$ cat config.mk
export PLATFORM = sky130hd
export DESIGN_NAME = msd_decoder
export DESIGN_NICKNAME = d
export VERILOG_FILES = /design/src/msd_pkg.sv /design/src/msd_sig_mem.sv /design/src/msd_decoder.sv
export VERILOG_INCLUDE_DIRS = /design/src
export SDC_FILE = /design/constraint.sdc
export NUM_CORES = 2
export LEC_CHECK = 0
export BUFFER_PORTS_ARGS = -buffer_cell sky130_fd_sc_hd__buf_4
export CORE_MARGIN = 2
export CORE_UTILIZATION = 45
export DETAILED_ROUTE_END_ITERATION = 8
export PLACE_DENSITY = 0.72
export SETUP_SLACK_MARGIN = 0.1
export SLEW_MARGIN = 40
export SYNTH_ARGS = -nofsm -noshare
export SYNTH_HDL_FRONTEND = slang
export SYNTH_SLANG_ARGS = --single-unit
$ cat constraint.sdc
create_clock -name clk -period 72.3 [get_ports clk]
set_clock_uncertainty 0.05 [all_clocks]
set_input_delay 10.845 -clock clk [delete_from_list [all_inputs] [get_ports clk]]
set_output_delay 10.845 -clock clk [all_outputs]
set_load 0.03 [all_outputs]
$ cat src/msd_defines.svh
// Constants of the memory space decoder: bus offsets, field positions,
// reset values and address ranges.
// Assumes inclusion by bare name from every file that needs them.
`ifndef MSD_DEFINES_SVH
`define MSD_DEFINES_SVH

// Register byte offsets on the APB slave
`define MSD_OFF_PTR_CFG   8'h00
`define MSD_OFF_MEM_CTL   8'h04
`define MSD_OFF_PAGE      8'h08
`define MSD_OFF_STATUS    8'h0c
`define MSD_OFF_SIG_PTR   8'h10
`define MSD_OFF_SIG_DATA  8'h14

// Field positions
`define MSD_SIG_SEL_BIT   3
`define MSD_IAP_BIT       7
`define MSD_FDE_BIT       3
`define MSD_PAGE_BIT      0

// Reset values
`define MSD_PTR_CFG_RST   8'h00
`define MSD_MEM_CTL_RST   8'h00
`define MSD_PAGE_RST      1'h0
`define MSD_SIG_PTR_RST   8'h00

// Address ranges
`define MSD_XRAM_TOP      16'h01ff
`define MSD_FLASH_DATA_SPACE_TOP_4K  16'h03ff
`define MSD_FLASH_DATA_SPACE_TOP_8K  16'h05ff
`define MSD_CODE_TOP_4K   16'h0fff
`define MSD_CODE_TOP_8K   16'h1fff
`define MSD_SIG_TOP       16'h00ff
`define MSD_FACT_TOP      8'h3f
`define MSD_USER_BASE     8'h80
`define MSD_CAL_PAGE      8'hc0
`define MSD_VECTOR_SPAN   16'h0053
`define MSD_SIG_DEPTH     256

`endif

$ cat src/msd_pkg.sv
// Types of the memory space decoder.
// Assumes nothing beyond the constants header.
package msd_pkg;

   // Kind of access issued by the CPU core
   typedef enum logic [2:0]
   {
      K_FETCH     = 3'h0,
      K_CODE_RD   = 3'h1,
      K_DIRECT    = 3'h2,
      K_INDIRECT  = 3'h3,
      K_XMOVE_RI  = 3'h4,
      K_XMOVE_PTR = 3'h5
   } msd_kind_type;

   // One-hot target store
   typedef enum logic [7:0]
   {
      T_NONE  = 8'h01,
      T_DRAM  = 8'h02,
      T_IRAM  = 8'h04,
      T_SFR   = 8'h08,
      T_XRAM  = 8'h10,
      T_FLASH_DATA_SPACE = 8'h20,
      T_CODE  = 8'h40,
      T_SIG   = 8'h80
   } msd_target_type;

   // APB answer sequencer
   typedef enum logic [2:0]
   {
      ST_IDLE  = 3'h1,
      ST_SIGRD = 3'h2,
      ST_ANS   = 3'h4
   } msd_state_type;

endpackage

$ cat src/msd_sig_mem.sv
// Signature array store: factory page low, user pages high.
// Assumes one requester per cycle; arbitration is done by the caller.
`timescale 1ns/1ns
`include "msd_defines.svh"

module msd_sig_mem
   import msd_pkg::*;
#(
   parameter int         DEPTH   = `MSD_SIG_DEPTH,
   parameter logic [7:0] ID_BYTE0 = 8'h5a,  // Arbitrary identification value
   parameter logic [7:0] ID_BYTE1 = 8'h3c,  // Arbitrary identification value
   parameter logic [7:0] CAL_BYTE = 8'h80
)
(
   input  wire logic       clk,
   input  wire logic       rst,
   input  wire logic       en,
   input  wire logic       we,
   input  wire logic [7:0] addr,
   input  wire logic [7:0] wdata,
   output logic      [7:0] rdata_q
);

   logic [7:0] mem_q [DEPTH];

   // Preload image: identity in the factory page, calibration in the upper user page
   function automatic logic [7:0] init_byte(input int idx);
      logic [7:0] v;
      v = 8'hff;
      if (idx == 0)
      begin
         v = ID_BYTE0;
      end
      else if (idx == 1)
      begin
         v = ID_BYTE1;
      end
      else if (idx == int'(`MSD_CAL_PAGE))
      begin
         v = CAL_BYTE;
      end
      return v;
   endfunction

   // Array contents; reset restores the preload as a nonvolatile stand-in
   always_ff @(posedge clk or posedge rst)
   begin
      if (rst)
      begin
         for (int i = 0; i < DEPTH; i++)
         begin
            mem_q[i] <= init_byte(i);  // [RL13] [RL14]
         end
      end
      else if (en && we)
      begin
         mem_q[addr] <= wdata;
      end
   end

   // Registered read port
   always_ff @(posedge clk or posedge rst)
   begin
      if (rst)
      begin
         rdata_q <= 8'h00;
      end
      else if (en && !we)
      begin
         rdata_q <= mem_q[addr];
      end
   end

endmodule

$ cat src/msd_decoder.sv
// Memory space decoder: steers CPU accesses to on-chip stores, APB registers.
// Assumes a CPU core on clk issuing at most one access per cycle.
//
// Notes on behaviour
// RL1 - Code and data spaces stay separate, linear
// RL2 - Direct 00-7F reaches lower RAM
// RL3 - Indirect 00-FF reaches full RAM, stack
// RL4 - Direct 80-FF reaches special registers
// RL5 - External moves: extra RAM, then flash data
// RL6 - Code reaches flash program, 4K or 8K
// RL7 - No off-chip path; misses go nowhere
// RL8 - Vectors lie in lowest 83 code bytes
// RL9 - Code reads cover whole program space
// RL10 - Signature select redirects code reads
// RL11 - User array 80-FF, factory 00-3F
// RL12 - Programming plus select lets moves write signature
// RL13 - 128-byte user, 64-byte factory arrays
// RL14 - Upper user page holds calibration data
// RL15 - Security lock blocks signature writes only
// RL16 - Signature space spans 0000-00FF alone
// RL17 - Pointer moves reach extra RAM without programming
// RL18 - Flash data decoded only when enabled
// RL19 - Page bit picks extra RAM half
// RL20 - Unmapped moves ignored, harmless read
//
// Implementation choices: the address map and the APB register port.
`timescale 1ns/1ns
`include "msd_defines.svh"

module msd_decoder
   import msd_pkg::*;
#(
   parameter bit         VARIANT_8K = 1'b0,
   parameter logic [7:0] CAL_BYTE   = 8'h80
)
(
   input  wire logic        clk,
   input  wire logic        rst,
   // APB slave
   input  wire logic        psel,
   input  wire logic        penable,
   input  wire logic        pwrite,
   input  wire logic [7:0]  paddr,
   input  wire logic [31:0] pwdata,
   output logic      [31:0] prdata_q,
   output logic             pready_q,
   output logic             pslverr_q,
   // CPU request
   input  wire logic        cpu_req,
   input  wire logic [2:0]  cpu_kind,
   input  wire logic [15:0] cpu_addr,
   input  wire logic        cpu_we,
   input  wire logic [7:0]  cpu_wdata,
   // Security fuse level from outside the clock domain
   input  wire logic        security_lock,
   // Store side
   output logic             tgt_valid_q,
   output logic      [7:0]  tgt_sel_q,
   output logic      [15:0] tgt_addr_q,
   output logic             tgt_we_q,
   output logic      [7:0]  tgt_wdata_q,
   output logic      [7:0]  sig_rdata_q
);

   localparam logic [15:0] CODE_TOP  = VARIANT_8K ? `MSD_CODE_TOP_8K : `MSD_CODE_TOP_4K;
   localparam logic [15:0] FLASH_DATA_SPACE_TOP = VARIANT_8K ? `MSD_FLASH_DATA_SPACE_TOP_8K : `MSD_FLASH_DATA_SPACE_TOP_4K;

   logic [7:0]     ptr_cfg_q;
   logic [7:0]     mem_ctl_q;
   logic           page_q;
   logic [7:0]     sig_ptr_q;
   logic [7:0]     miss_cnt_q;
   logic [2:0]     lock_sync_q;
   logic           lock_q;
   msd_state_type  st_q;
   msd_target_type sel_d;
   logic [15:0]    addr_d;
   logic           we_d;
   logic           sig_sel;
   logic           in_app_program_select;
   logic           fde;
   logic           cpu_sig_use;
   logic           sig_wr;
   logic           apb_acc;
   logic           apb_sig_rd;
   logic           apb_wr;
   logic           addr_ok;
   logic           mem_en;
   logic [7:0]     mem_addr;
   logic [7:0]     mem_rdata;

   // Control bits taken from the configuration registers
   assign sig_sel = ptr_cfg_q[`MSD_SIG_SEL_BIT];
   assign in_app_program_select     = mem_ctl_q[`MSD_IAP_BIT];
   assign fde     = mem_ctl_q[`MSD_FDE_BIT];

   // Program space check, shared by fetch and code reads
   function automatic logic in_code(input logic [15:0] a);
      return a <= CODE_TOP;
   endfunction

   // User array window inside the signature space
   function automatic logic in_user(input logic [15:0] a);
      return (a <= `MSD_SIG_TOP) && (a[7:0] >= `MSD_USER_BASE);
   endfunction

   // Address decode; anything not listed lands on no store at all
   always_comb
   begin
      sel_d  = T_NONE;  // [RL7]
      addr_d = cpu_addr;
      unique case (cpu_kind)
         K_FETCH:
         begin
            if (in_code(cpu_addr))
            begin
               sel_d = T_CODE;  // [RL1] [RL6] [RL8]
            end
         end
         K_CODE_RD:
         begin
            if (sig_sel)
            begin
               // Gaps 40-7F and anything above 00FF are holes
               if (in_user(cpu_addr) ||
                   (cpu_addr <= `MSD_SIG_TOP && cpu_addr[7:0] <= `MSD_FACT_TOP))
               begin
                  sel_d = T_SIG;  // [RL10] [RL11] [RL16]
               end
            end
            else if (in_code(cpu_addr))
            begin
               sel_d = T_CODE;  // [RL9]
            end
         end
         K_DIRECT:
         begin
            sel_d  = cpu_addr[7] ? T_SFR : T_DRAM;  // [RL2] [RL4]
            addr_d = {8'h00, cpu_addr[7:0]};
         end
         K_INDIRECT:
         begin
            sel_d  = T_IRAM;  // [RL3]
            addr_d = {8'h00, cpu_addr[7:0]};
         end
         K_XMOVE_RI:
         begin
            sel_d  = T_XRAM;
            addr_d = {7'h00, page_q, cpu_addr[7:0]};  // [RL19]
         end
         K_XMOVE_PTR:
         begin
            if (in_app_program_select)
            begin
               if (sig_sel && in_user(cpu_addr))
               begin
                  sel_d = T_SIG;  // [RL12]
               end
            end
            else if (cpu_addr <= `MSD_XRAM_TOP)
            begin
               sel_d = T_XRAM;  // [RL5] [RL17]
            end
            else if (fde && cpu_addr <= FLASH_DATA_SPACE_TOP)
            begin
               sel_d = T_FLASH_DATA_SPACE;  // [RL18]
            end
         end
         default:
         begin
            sel_d = T_NONE;
         end
      endcase
   end

   // Signature port use; the lock never gates reads, only writes
   assign cpu_sig_use = cpu_req && (sel_d == T_SIG);
   assign sig_wr      = cpu_sig_use && cpu_we && (cpu_kind == K_XMOVE_PTR) && !lock_q;  // [RL15]
   // Code and missed stores never see a write strobe
   assign we_d        = cpu_req && cpu_we && (sel_d != T_NONE) && (sel_d != T_CODE) &&
                        ((sel_d != T_SIG) || sig_wr);  // [RL20]

   // Store-side outputs, one cycle after the request
   always_ff @(posedge clk or posedge rst)
   begin
      if (rst)
      begin
         tgt_valid_q <= 1'b0;
         tgt_sel_q   <= T_NONE;
         tgt_addr_q  <= 16'h0000;
         tgt_we_q    <= 1'b0;
         tgt_wdata_q <= 8'h00;
      end
      else
      begin
         tgt_valid_q <= cpu_req;
         tgt_sel_q   <= cpu_req ? sel_d : T_NONE;
         tgt_addr_q  <= addr_d;
         tgt_we_q    <= we_d;
         tgt_wdata_q <= cpu_wdata;
      end
   end

   // Security fuse: three stages, a change counts once stages two and three agree
   always_ff @(posedge clk or posedge rst)
   begin
      if (rst)
      begin
         lock_sync_q <= 3'h0;
         lock_q      <= 1'b0;
      end
      else
      begin
         lock_sync_q <= {lock_sync_q[1:0], security_lock};
         if (lock_sync_q[1] == lock_sync_q[2])
         begin
            lock_q <= lock_sync_q[2];
         end
      end
   end

   // Signature port arbitration; the CPU always wins, APB reads just wait
   assign apb_acc    = psel && penable && !pready_q;
   assign apb_sig_rd = (st_q == ST_IDLE) && apb_acc && !pwrite &&
                       (paddr == `MSD_OFF_SIG_DATA) && !cpu_sig_use;
   assign mem_en     = cpu_sig_use || apb_sig_rd;
   assign mem_addr   = cpu_sig_use ? cpu_addr[7:0] : sig_ptr_q;

   msd_sig_mem #(
      .CAL_BYTE (CAL_BYTE)
   ) u_sig_mem (
      .clk     (clk),
      .rst     (rst),
      .en      (mem_en),
      .we      (sig_wr),
      .addr    (mem_addr),
      .wdata   (cpu_wdata),
      .rdata_q (mem_rdata)
   );  // [RL13]

   assign sig_rdata_q = mem_rdata;

   // Miss counter shows how often software touched unmapped space
   always_ff @(posedge clk or posedge rst)
   begin
      if (rst)
      begin
         miss_cnt_q <= 8'h00;
      end
      else if (cpu_req && sel_d == T_NONE)
      begin
         miss_cnt_q <= miss_cnt_q + 8'h01;
      end
   end

   // Known register offsets
   assign addr_ok = (paddr == `MSD_OFF_PTR_CFG) || (paddr == `MSD_OFF_MEM_CTL) ||
                    (paddr == `MSD_OFF_PAGE) || (paddr == `MSD_OFF_STATUS) ||
                    (paddr == `MSD_OFF_SIG_PTR) || (paddr == `MSD_OFF_SIG_DATA);
   // Writes land only on the completing edge of the access phase
   assign apb_wr  = psel && penable && pwrite && pready_q && !pslverr_q;

   // Configuration registers written by software
   always_ff @(posedge clk or posedge rst)
   begin
      if (rst)
      begin
         ptr_cfg_q <= `MSD_PTR_CFG_RST;
         mem_ctl_q <= `MSD_MEM_CTL_RST;
         page_q    <= `MSD_PAGE_RST;
         sig_ptr_q <= `MSD_SIG_PTR_RST;
      end
      else if (apb_wr)
      begin
         if (paddr == `MSD_OFF_PTR_CFG)
         begin
            ptr_cfg_q <= pwdata[7:0];
         end
         if (paddr == `MSD_OFF_MEM_CTL)
         begin
            mem_ctl_q <= pwdata[7:0];
         end
         if (paddr == `MSD_OFF_PAGE)
         begin
            page_q <= pwdata[`MSD_PAGE_BIT];
         end
         if (paddr == `MSD_OFF_SIG_PTR)
         begin
            sig_ptr_q <= pwdata[7:0];
         end
      end
   end

   // APB answer sequencer; signature reads take one extra cycle for the array
   always_ff @(posedge clk or posedge rst)
   begin
      if (rst)
      begin
         st_q      <= ST_IDLE;
         pready_q  <= 1'b0;
         pslverr_q <= 1'b0;
         prdata_q  <= 32'h00000000;
      end
      else
      begin
         unique case (st_q)
            ST_IDLE:
            begin
               if (apb_sig_rd)
               begin
                  st_q <= ST_SIGRD;
               end
               else if (apb_acc && !(paddr == `MSD_OFF_SIG_DATA && !pwrite))
               begin
                  st_q      <= ST_ANS;
                  pready_q  <= 1'b1;
                  pslverr_q <= !addr_ok;
                  unique case (paddr)
                     `MSD_OFF_PTR_CFG: prdata_q <= {24'h000000, ptr_cfg_q};
                     `MSD_OFF_MEM_CTL: prdata_q <= {24'h000000, mem_ctl_q};
                     `MSD_OFF_PAGE:    prdata_q <= {31'h00000000, page_q};
                     `MSD_OFF_STATUS:  prdata_q <= {15'h0000, lock_q, miss_cnt_q, tgt_sel_q};
                     `MSD_OFF_SIG_PTR: prdata_q <= {24'h000000, sig_ptr_q};
                     default:          prdata_q <= 32'h00000000;
                  endcase
               end
            end
            ST_SIGRD:
            begin
               st_q     <= ST_ANS;
               pready_q <= 1'b1;
               prdata_q <= {24'h000000, mem_rdata};  // [RL15]
            end
            ST_ANS:
            begin
               st_q      <= ST_IDLE;
               pready_q  <= 1'b0;
               pslverr_q <= 1'b0;
            end
         endcase
      end
   end
endmodule

* Yosys cells after proc, flatten, opt, wreduce, memory -nomap -nowiden
Cells that the tools add are included.
Widths: inputs -> output; s select.
** Cells by class
- Multiplexer cells :: 31
- Bitwise logic cells :: 1
- $lt $le $gt $ge :: 8
- Eq/ne operators :: 22
- $add $sub $neg :: 1
- Reduce and logical (&&, ||, !) cells :: 55
** Operator list (number)
- $bwmux 2048 :: 1
- $pmux 17 s5 :: 1
- $mux 8 :: 9
- $bmux 8 s8 :: 1
- $demux 8 s8 :: 1
- $mux 32 :: 2
- $pmux 32 s2 :: 1
- $pmux 8 s6 :: 1
- $pmux 16 s2 :: 1
- $logic_and 1x1->1 :: 27
- $eq 8x4->1 const B :: 2
- $eq 8x5->1 const B :: 2
- $le 16x10->1 const B :: 1
- $le 16x12->1 const B :: 1
- $le 16x8->1 const B :: 1
- $le 16x9->1 const B :: 1
- $mux 6 :: 2
- $reduce_and 2->1 :: 5
- $eq 3x2->1 const B :: 3
- $eq 3x3->1 const B :: 3
- $ge 9x9->1 const B :: 1
- $lt 9x1->1 const B :: 1
- $not 8->9 :: 1
- $pmux 3 s3 :: 1
- 27 further kinds :: 48
** Storage, ports and cells
- Flip-flop bits (word level) :: 2164
- Input port bits :: 75

* Longest topological paths before layout
- Word-level depth :: 15
- Depth in mapped cells :: 15
- Mapped depth without buffers :: 9

* Hierarchy
Synthesis repeated with hierarchy kept, for this count alone.
** Second synthesis, totals
- Cells, all modules :: 6413
- Area, all modules :: 101573.7 sq um
** By module, submodules not included
- msd_sig_mem :: cells an instance 6047, times used 1, area each 97362.1 sq um
- msd_decoder :: cells an instance 366, times used 1, area each 4211.5 sq um

* Worst setup path after synthesis
Ideal clock, no wire load.
- Path type :: input to register
- From :: input port cpu_addr[14]
- To :: register u_sig_mem.rdata_q[2]
- Slack :: 58.184 ns
- Library setup time :: 0.137 ns
- Arrival :: 13.929 ns
- Cell stages on the path :: 12
- Cells stage by stage :: or4_4 or2_0 buf_2 nor3_4 mux2i_1 clkbuf_1 clkbuf_1 a41oi_1 o41ai_1 nand4_1 a2111oi_0 a21oi_1
** On the way
- Longest elaborated chain between the ends :: 13
** Ends and longest elaborated chain
- from (decl) :: line msd_decoder.sv:51 : input wire logic [15:0] cpu_addr,
- $le 16x10->1 or $le 16x8->1 (tied branches)
- $logic_and 1x1->1 (on tied branches)
- $mux 6, or another cell as far along :: line msd_decoder.sv:164 : else if (fde && cpu_addr <= FLASH_DATA_SPACE_TOP)
- $mux 6, or another cell as far along :: line msd_decoder.sv:160 : else if (cpu_addr <= `MSD_XRAM_TOP)
- $mux 8 (on tied branches) :: line msd_decoder.sv:153, msd_decoder.sv:122
- $pmux 8 s6 * :: line msd_decoder.sv:112 : unique case (cpu_kind)
- $eq 8x8->1 * :: line msd_decoder.sv:177 : assign cpu_sig_use = cpu_req && (sel_d == T_SIG);
- $logic_and 1x1->1 * :: line msd_decoder.sv:177
- $mux 8 or $logic_and 1x1->1 (tied branches) :: line msd_decoder.sv:227, msd_decoder.sv:178
- $not 8->9 (implied by the code) or $logic_and 1x1->1 (tied branches) :: line msd_sig_mem.sv:70, msd_decoder.sv:178
- $bmux 8 s8 or $logic_and 1x1->1 (tied branches) :: line msd_sig_mem.sv:70, msd_decoder.sv:178
- $mux 8 (implied by the code) or $logic_not 1->1 (tied branches) :: line msd_sig_mem.sv:70, msd_sig_mem.sv:68
- $mux 8 (implied by the code) or $logic_and 1x1->1 (tied branches) :: line msd_sig_mem.sv:70, msd_sig_mem.sv:68
- to (signal assigned) :: line msd_sig_mem.sv:70 : rdata_q <= mem_q[addr];
- to (decl) :: line msd_sig_mem.sv:21 : output logic [7:0] rdata_q
Mark *: on every way between the ends. The rest lies on a longest branch, timed or not. The select of a mux whose other input is x is not followed.
A chain may end at the register's enable or synchronous reset.

* Final worst setup path
- From :: input port cpu_addr[14]
- To :: register u_sig_mem.rdata_q[4]
Same word-level chain as after synthesis.

==> results.md <==
- Pin count of the biggest net entering global routing: 186
- Initial antenna violation count: 13
- Core area: 212000 um^2
- Count of input and output buffers: 111
- Clock Sinks: 2149
- Fin crit share: 0.232
- RSZ-0062 raised after global routing: no
- Die Footprint: 217000 um^2
- Post-route non-filler standard cell count: 9974
- Reg clk slew, reported paths: 0.06 ns
- Tot GR Track Use: 0.236
- Critical path class: in2reg
- Clock root buffer: clkbuf_16
- Slew Viols, Final: 0
- Yosys cell types: 75
- Peak supply drop: 0.0000225 V
- DR vias: 63500
- CTS tree: yes
- DRT Pass-1 Iters: 6
- Post-Syn Instances: 8203
- Initial core utilization: 0.452
- WL/cell: 26.3 um
- DRT antenna net count: 0
- Setup TNS: 0 ns
- Dpl ws: 54.53 ns
- Synth Flop Type: dfstp_2
- Drt total wl: 262 mm
- Post-synth EDFFs: 0
- Final WS setup: 55.54 ns
- CTS Buf Count: 203
- Final setup vio count: 0
- Final worst path period need: 16.76 ns
- DP HPWL: 145 mm
- Worst Hold Path Cells: 0
- Cell Pwr Density: 23.4 nW/um^2
- Largest area contributor in the netlist: dfstp_2
- Vias in the first global route: 65400
- Row cnt: 169
- Post-CTS Resized: 0
- Iter 0 DRT Violations: 6925
- Seq/Total Area, Yosys: 0.588
- Startpoint types: input pin
- Die W: 465 um
- R2R depth: 13
- Max Root-Sink Buffers: 3
- Max Cap Viol: 0
- Top cells by area, synth: dfstp_2 56%, mux2_2 12%, o21ai_0 9.1%, clkbuf_1 6.3%, a41oi_1 4.1%
- Area growth syn-to-layout: 7.01%
- IO Pins: 151
- Critical Path AT: 17.44 ns
- Async S/R FF share, synth: 1.00
- Detailed-route DRC error count: 0
- Crit path max fanout: 53
- Post-layout util: 0.484
- Worst setup EP type: flip-flop
- Netlist Area Pre-Place: 95800 um^2
- Avg Cell Area, Syn: 11.7 um^2
- #FFs+latches synth: 2149
- First-pass GRT wire length: 402 mm
- Worst hold path type: reg2reg
- Worst Max-Slew Pin Slew: 1.16 ns
- H-tree levels: 4
- Final Hold Fails: 0
- Status: finished clean
- Share of the synthesized area in the top cell type: 0.558
- Syn. warnings: 0
- FF-to-FF setup slack: 65.60 ns
- Layout cells sized above 1: 0.534
- Peak Freq: 59.7 MHz
- Slew margin rel.: 0.227
- Worst-Skew Late Latency: 0.89 ns
- Total gr overflow: 0
- Die Height: 465 um
- Placed Instances: 9584
- Final net count: 7049
- Pleak: 36.9 nW
- Crit path required time: 72.99 ns
- Routability congestion estimate: 0.859
- Cell with the most instances after synthesis: dfstp_2
- CTS Hold Buffers Added: 0
- Most frequent cells after synthesis: 2035 x dfstp_2, 1747 x o21ai_0, 1610 x clkbuf_1
- Postcts setup bufs: 0
- Design Power: 0.00240 W
- Via/cell ratio: 6.36
-- state kept, by name (all words and copies together) (netlist names) --
name	cells
lock_sync_q	3
u_sig_mem.mem_q	2048
tgt_valid_q	1
u_sig_mem.rdata_q	8
tgt_wdata_q	8
mem_ctl_q	8
tgt_sel_q	8
ptr_cfg_q	8
pready_q	1
miss_cnt_q	8
prdata_q	17
tgt_addr_q	16
st_q	3
tgt_we_q	1
lock_q	1
pslverr_q	1
sig_ptr_q	8
page_q	1
-- placed cells by master (no fill, tap or decap), types with 36 or more instances in the layout --
master	n
a41oi_1	447
nand2_1	226
clkbuf_8	53
mux2i_1	80
a222oi_1	49
nor2_2	36
mux2_2	1047
dfrtp_1	112
mux2_1	72
o41ai_1	105
nor2_1	110
clkbuf_1	63
buf_4	201
clkbuf_16	207
o21ai_0	1747
mux4_2	57
a211oi_1	38
dfstp_2	2035
-- layer usage --
metal / wire [um] / up-vias / track usage
met5: 48 / - / 0
met4: 11000 / 8 / 0.106
met3: 22400 / 637 / 0.0532
met2: 120000 / 3049 / 0.360
met1: 108000 / 33300 / 0.324
li1: - / 26500 / -
-- report_power, final --
group / total, W / leakage [nW] / switching, W / internal [W]
clock network: 0.00110 / 3.41 / 0.000476 / 0.000619
logic: 0.0000824 / 11.0 / 0.0000651 / 0.0000173
registers: 0.00122 / 22.5 / 0.00000537 / 0.00121
-- cell families (layout without fill, tap and decap cells) --
kind of cell	count (synthesis)	after routing	synth area share
DFF	2149	2149	0.588
xor gates and xnor gates	7	7	0.000640
buffers and inverters	1716	648	0.0691
AOI/OAI and AO/OA	2572	2572	0.164
and+or+nand+nor	495	495	0.0240
other	1	19	0.0000392
muxes	1261	1261	0.154
adders and majority gates	2	2	0.000235
-- area by class of cell --
| cell class | instances | area (um^2) |
|---|---|---|
| antenna | 4 | 10.0 |
| tap | 2821 | 3530 |
| inverter | 12 | 57.6 |
| fill | 17800 | 109000 |
| sequential | 2149 | 56300 |
| clock buffer | 319 | 6090 |
| timing repair buffer | 255 | 2320 |
| clock inverter | 62 | 863 |
| multi-input combinational | 4352 | 33300 |
-- worst paths after layout --
path                                startpoint               endpoint
worst max-delay path              cpu_addr[14]   u_sig_mem.rdata_q[4]
worst min-delay path            lock_sync_q[0]         lock_sync_q[1]
worst max register to register    ptr_cfg_q[3]   u_sig_mem.rdata_q[4]
worst min register to register  lock_sync_q[0]         lock_sync_q[1]
max in group asynchronous                  rst         tgt_wdata_q[4]
min in group asynchronous                  rst  u_sig_mem.mem_q[1337]
-- through the flow --
| step | hold slack, ns | area, um^2 |
|---|---|---|
| 6_report | 0.301 | 103000 |
| 5_1_grt | 0.317 | 102000 |
| 4_1_cts | 0.307 | 102000 |
| 3_5_place_dp | 0.292 | 95300 |
| 3_3_place_gp | 0.283 | 95000 |
| 2_1_floorplan | 0.281 | 95800 |
-- worst max-delay path, stage by stage --
cell	delay, ns
buf_4	0.14
or4_4	0.56
or2_1	0.45
nor3_4	0.56
buf_4	0.40
mux2_8	0.61
buf_4	0.79
buf_4	0.69
a41oi_1	0.12
o41ai_1	0.64
a41oi_1	0.39
a2111oi_1	0.75
buf_4	0.27
a21oi_1	0.07
(Power assumes the default switching activity.)
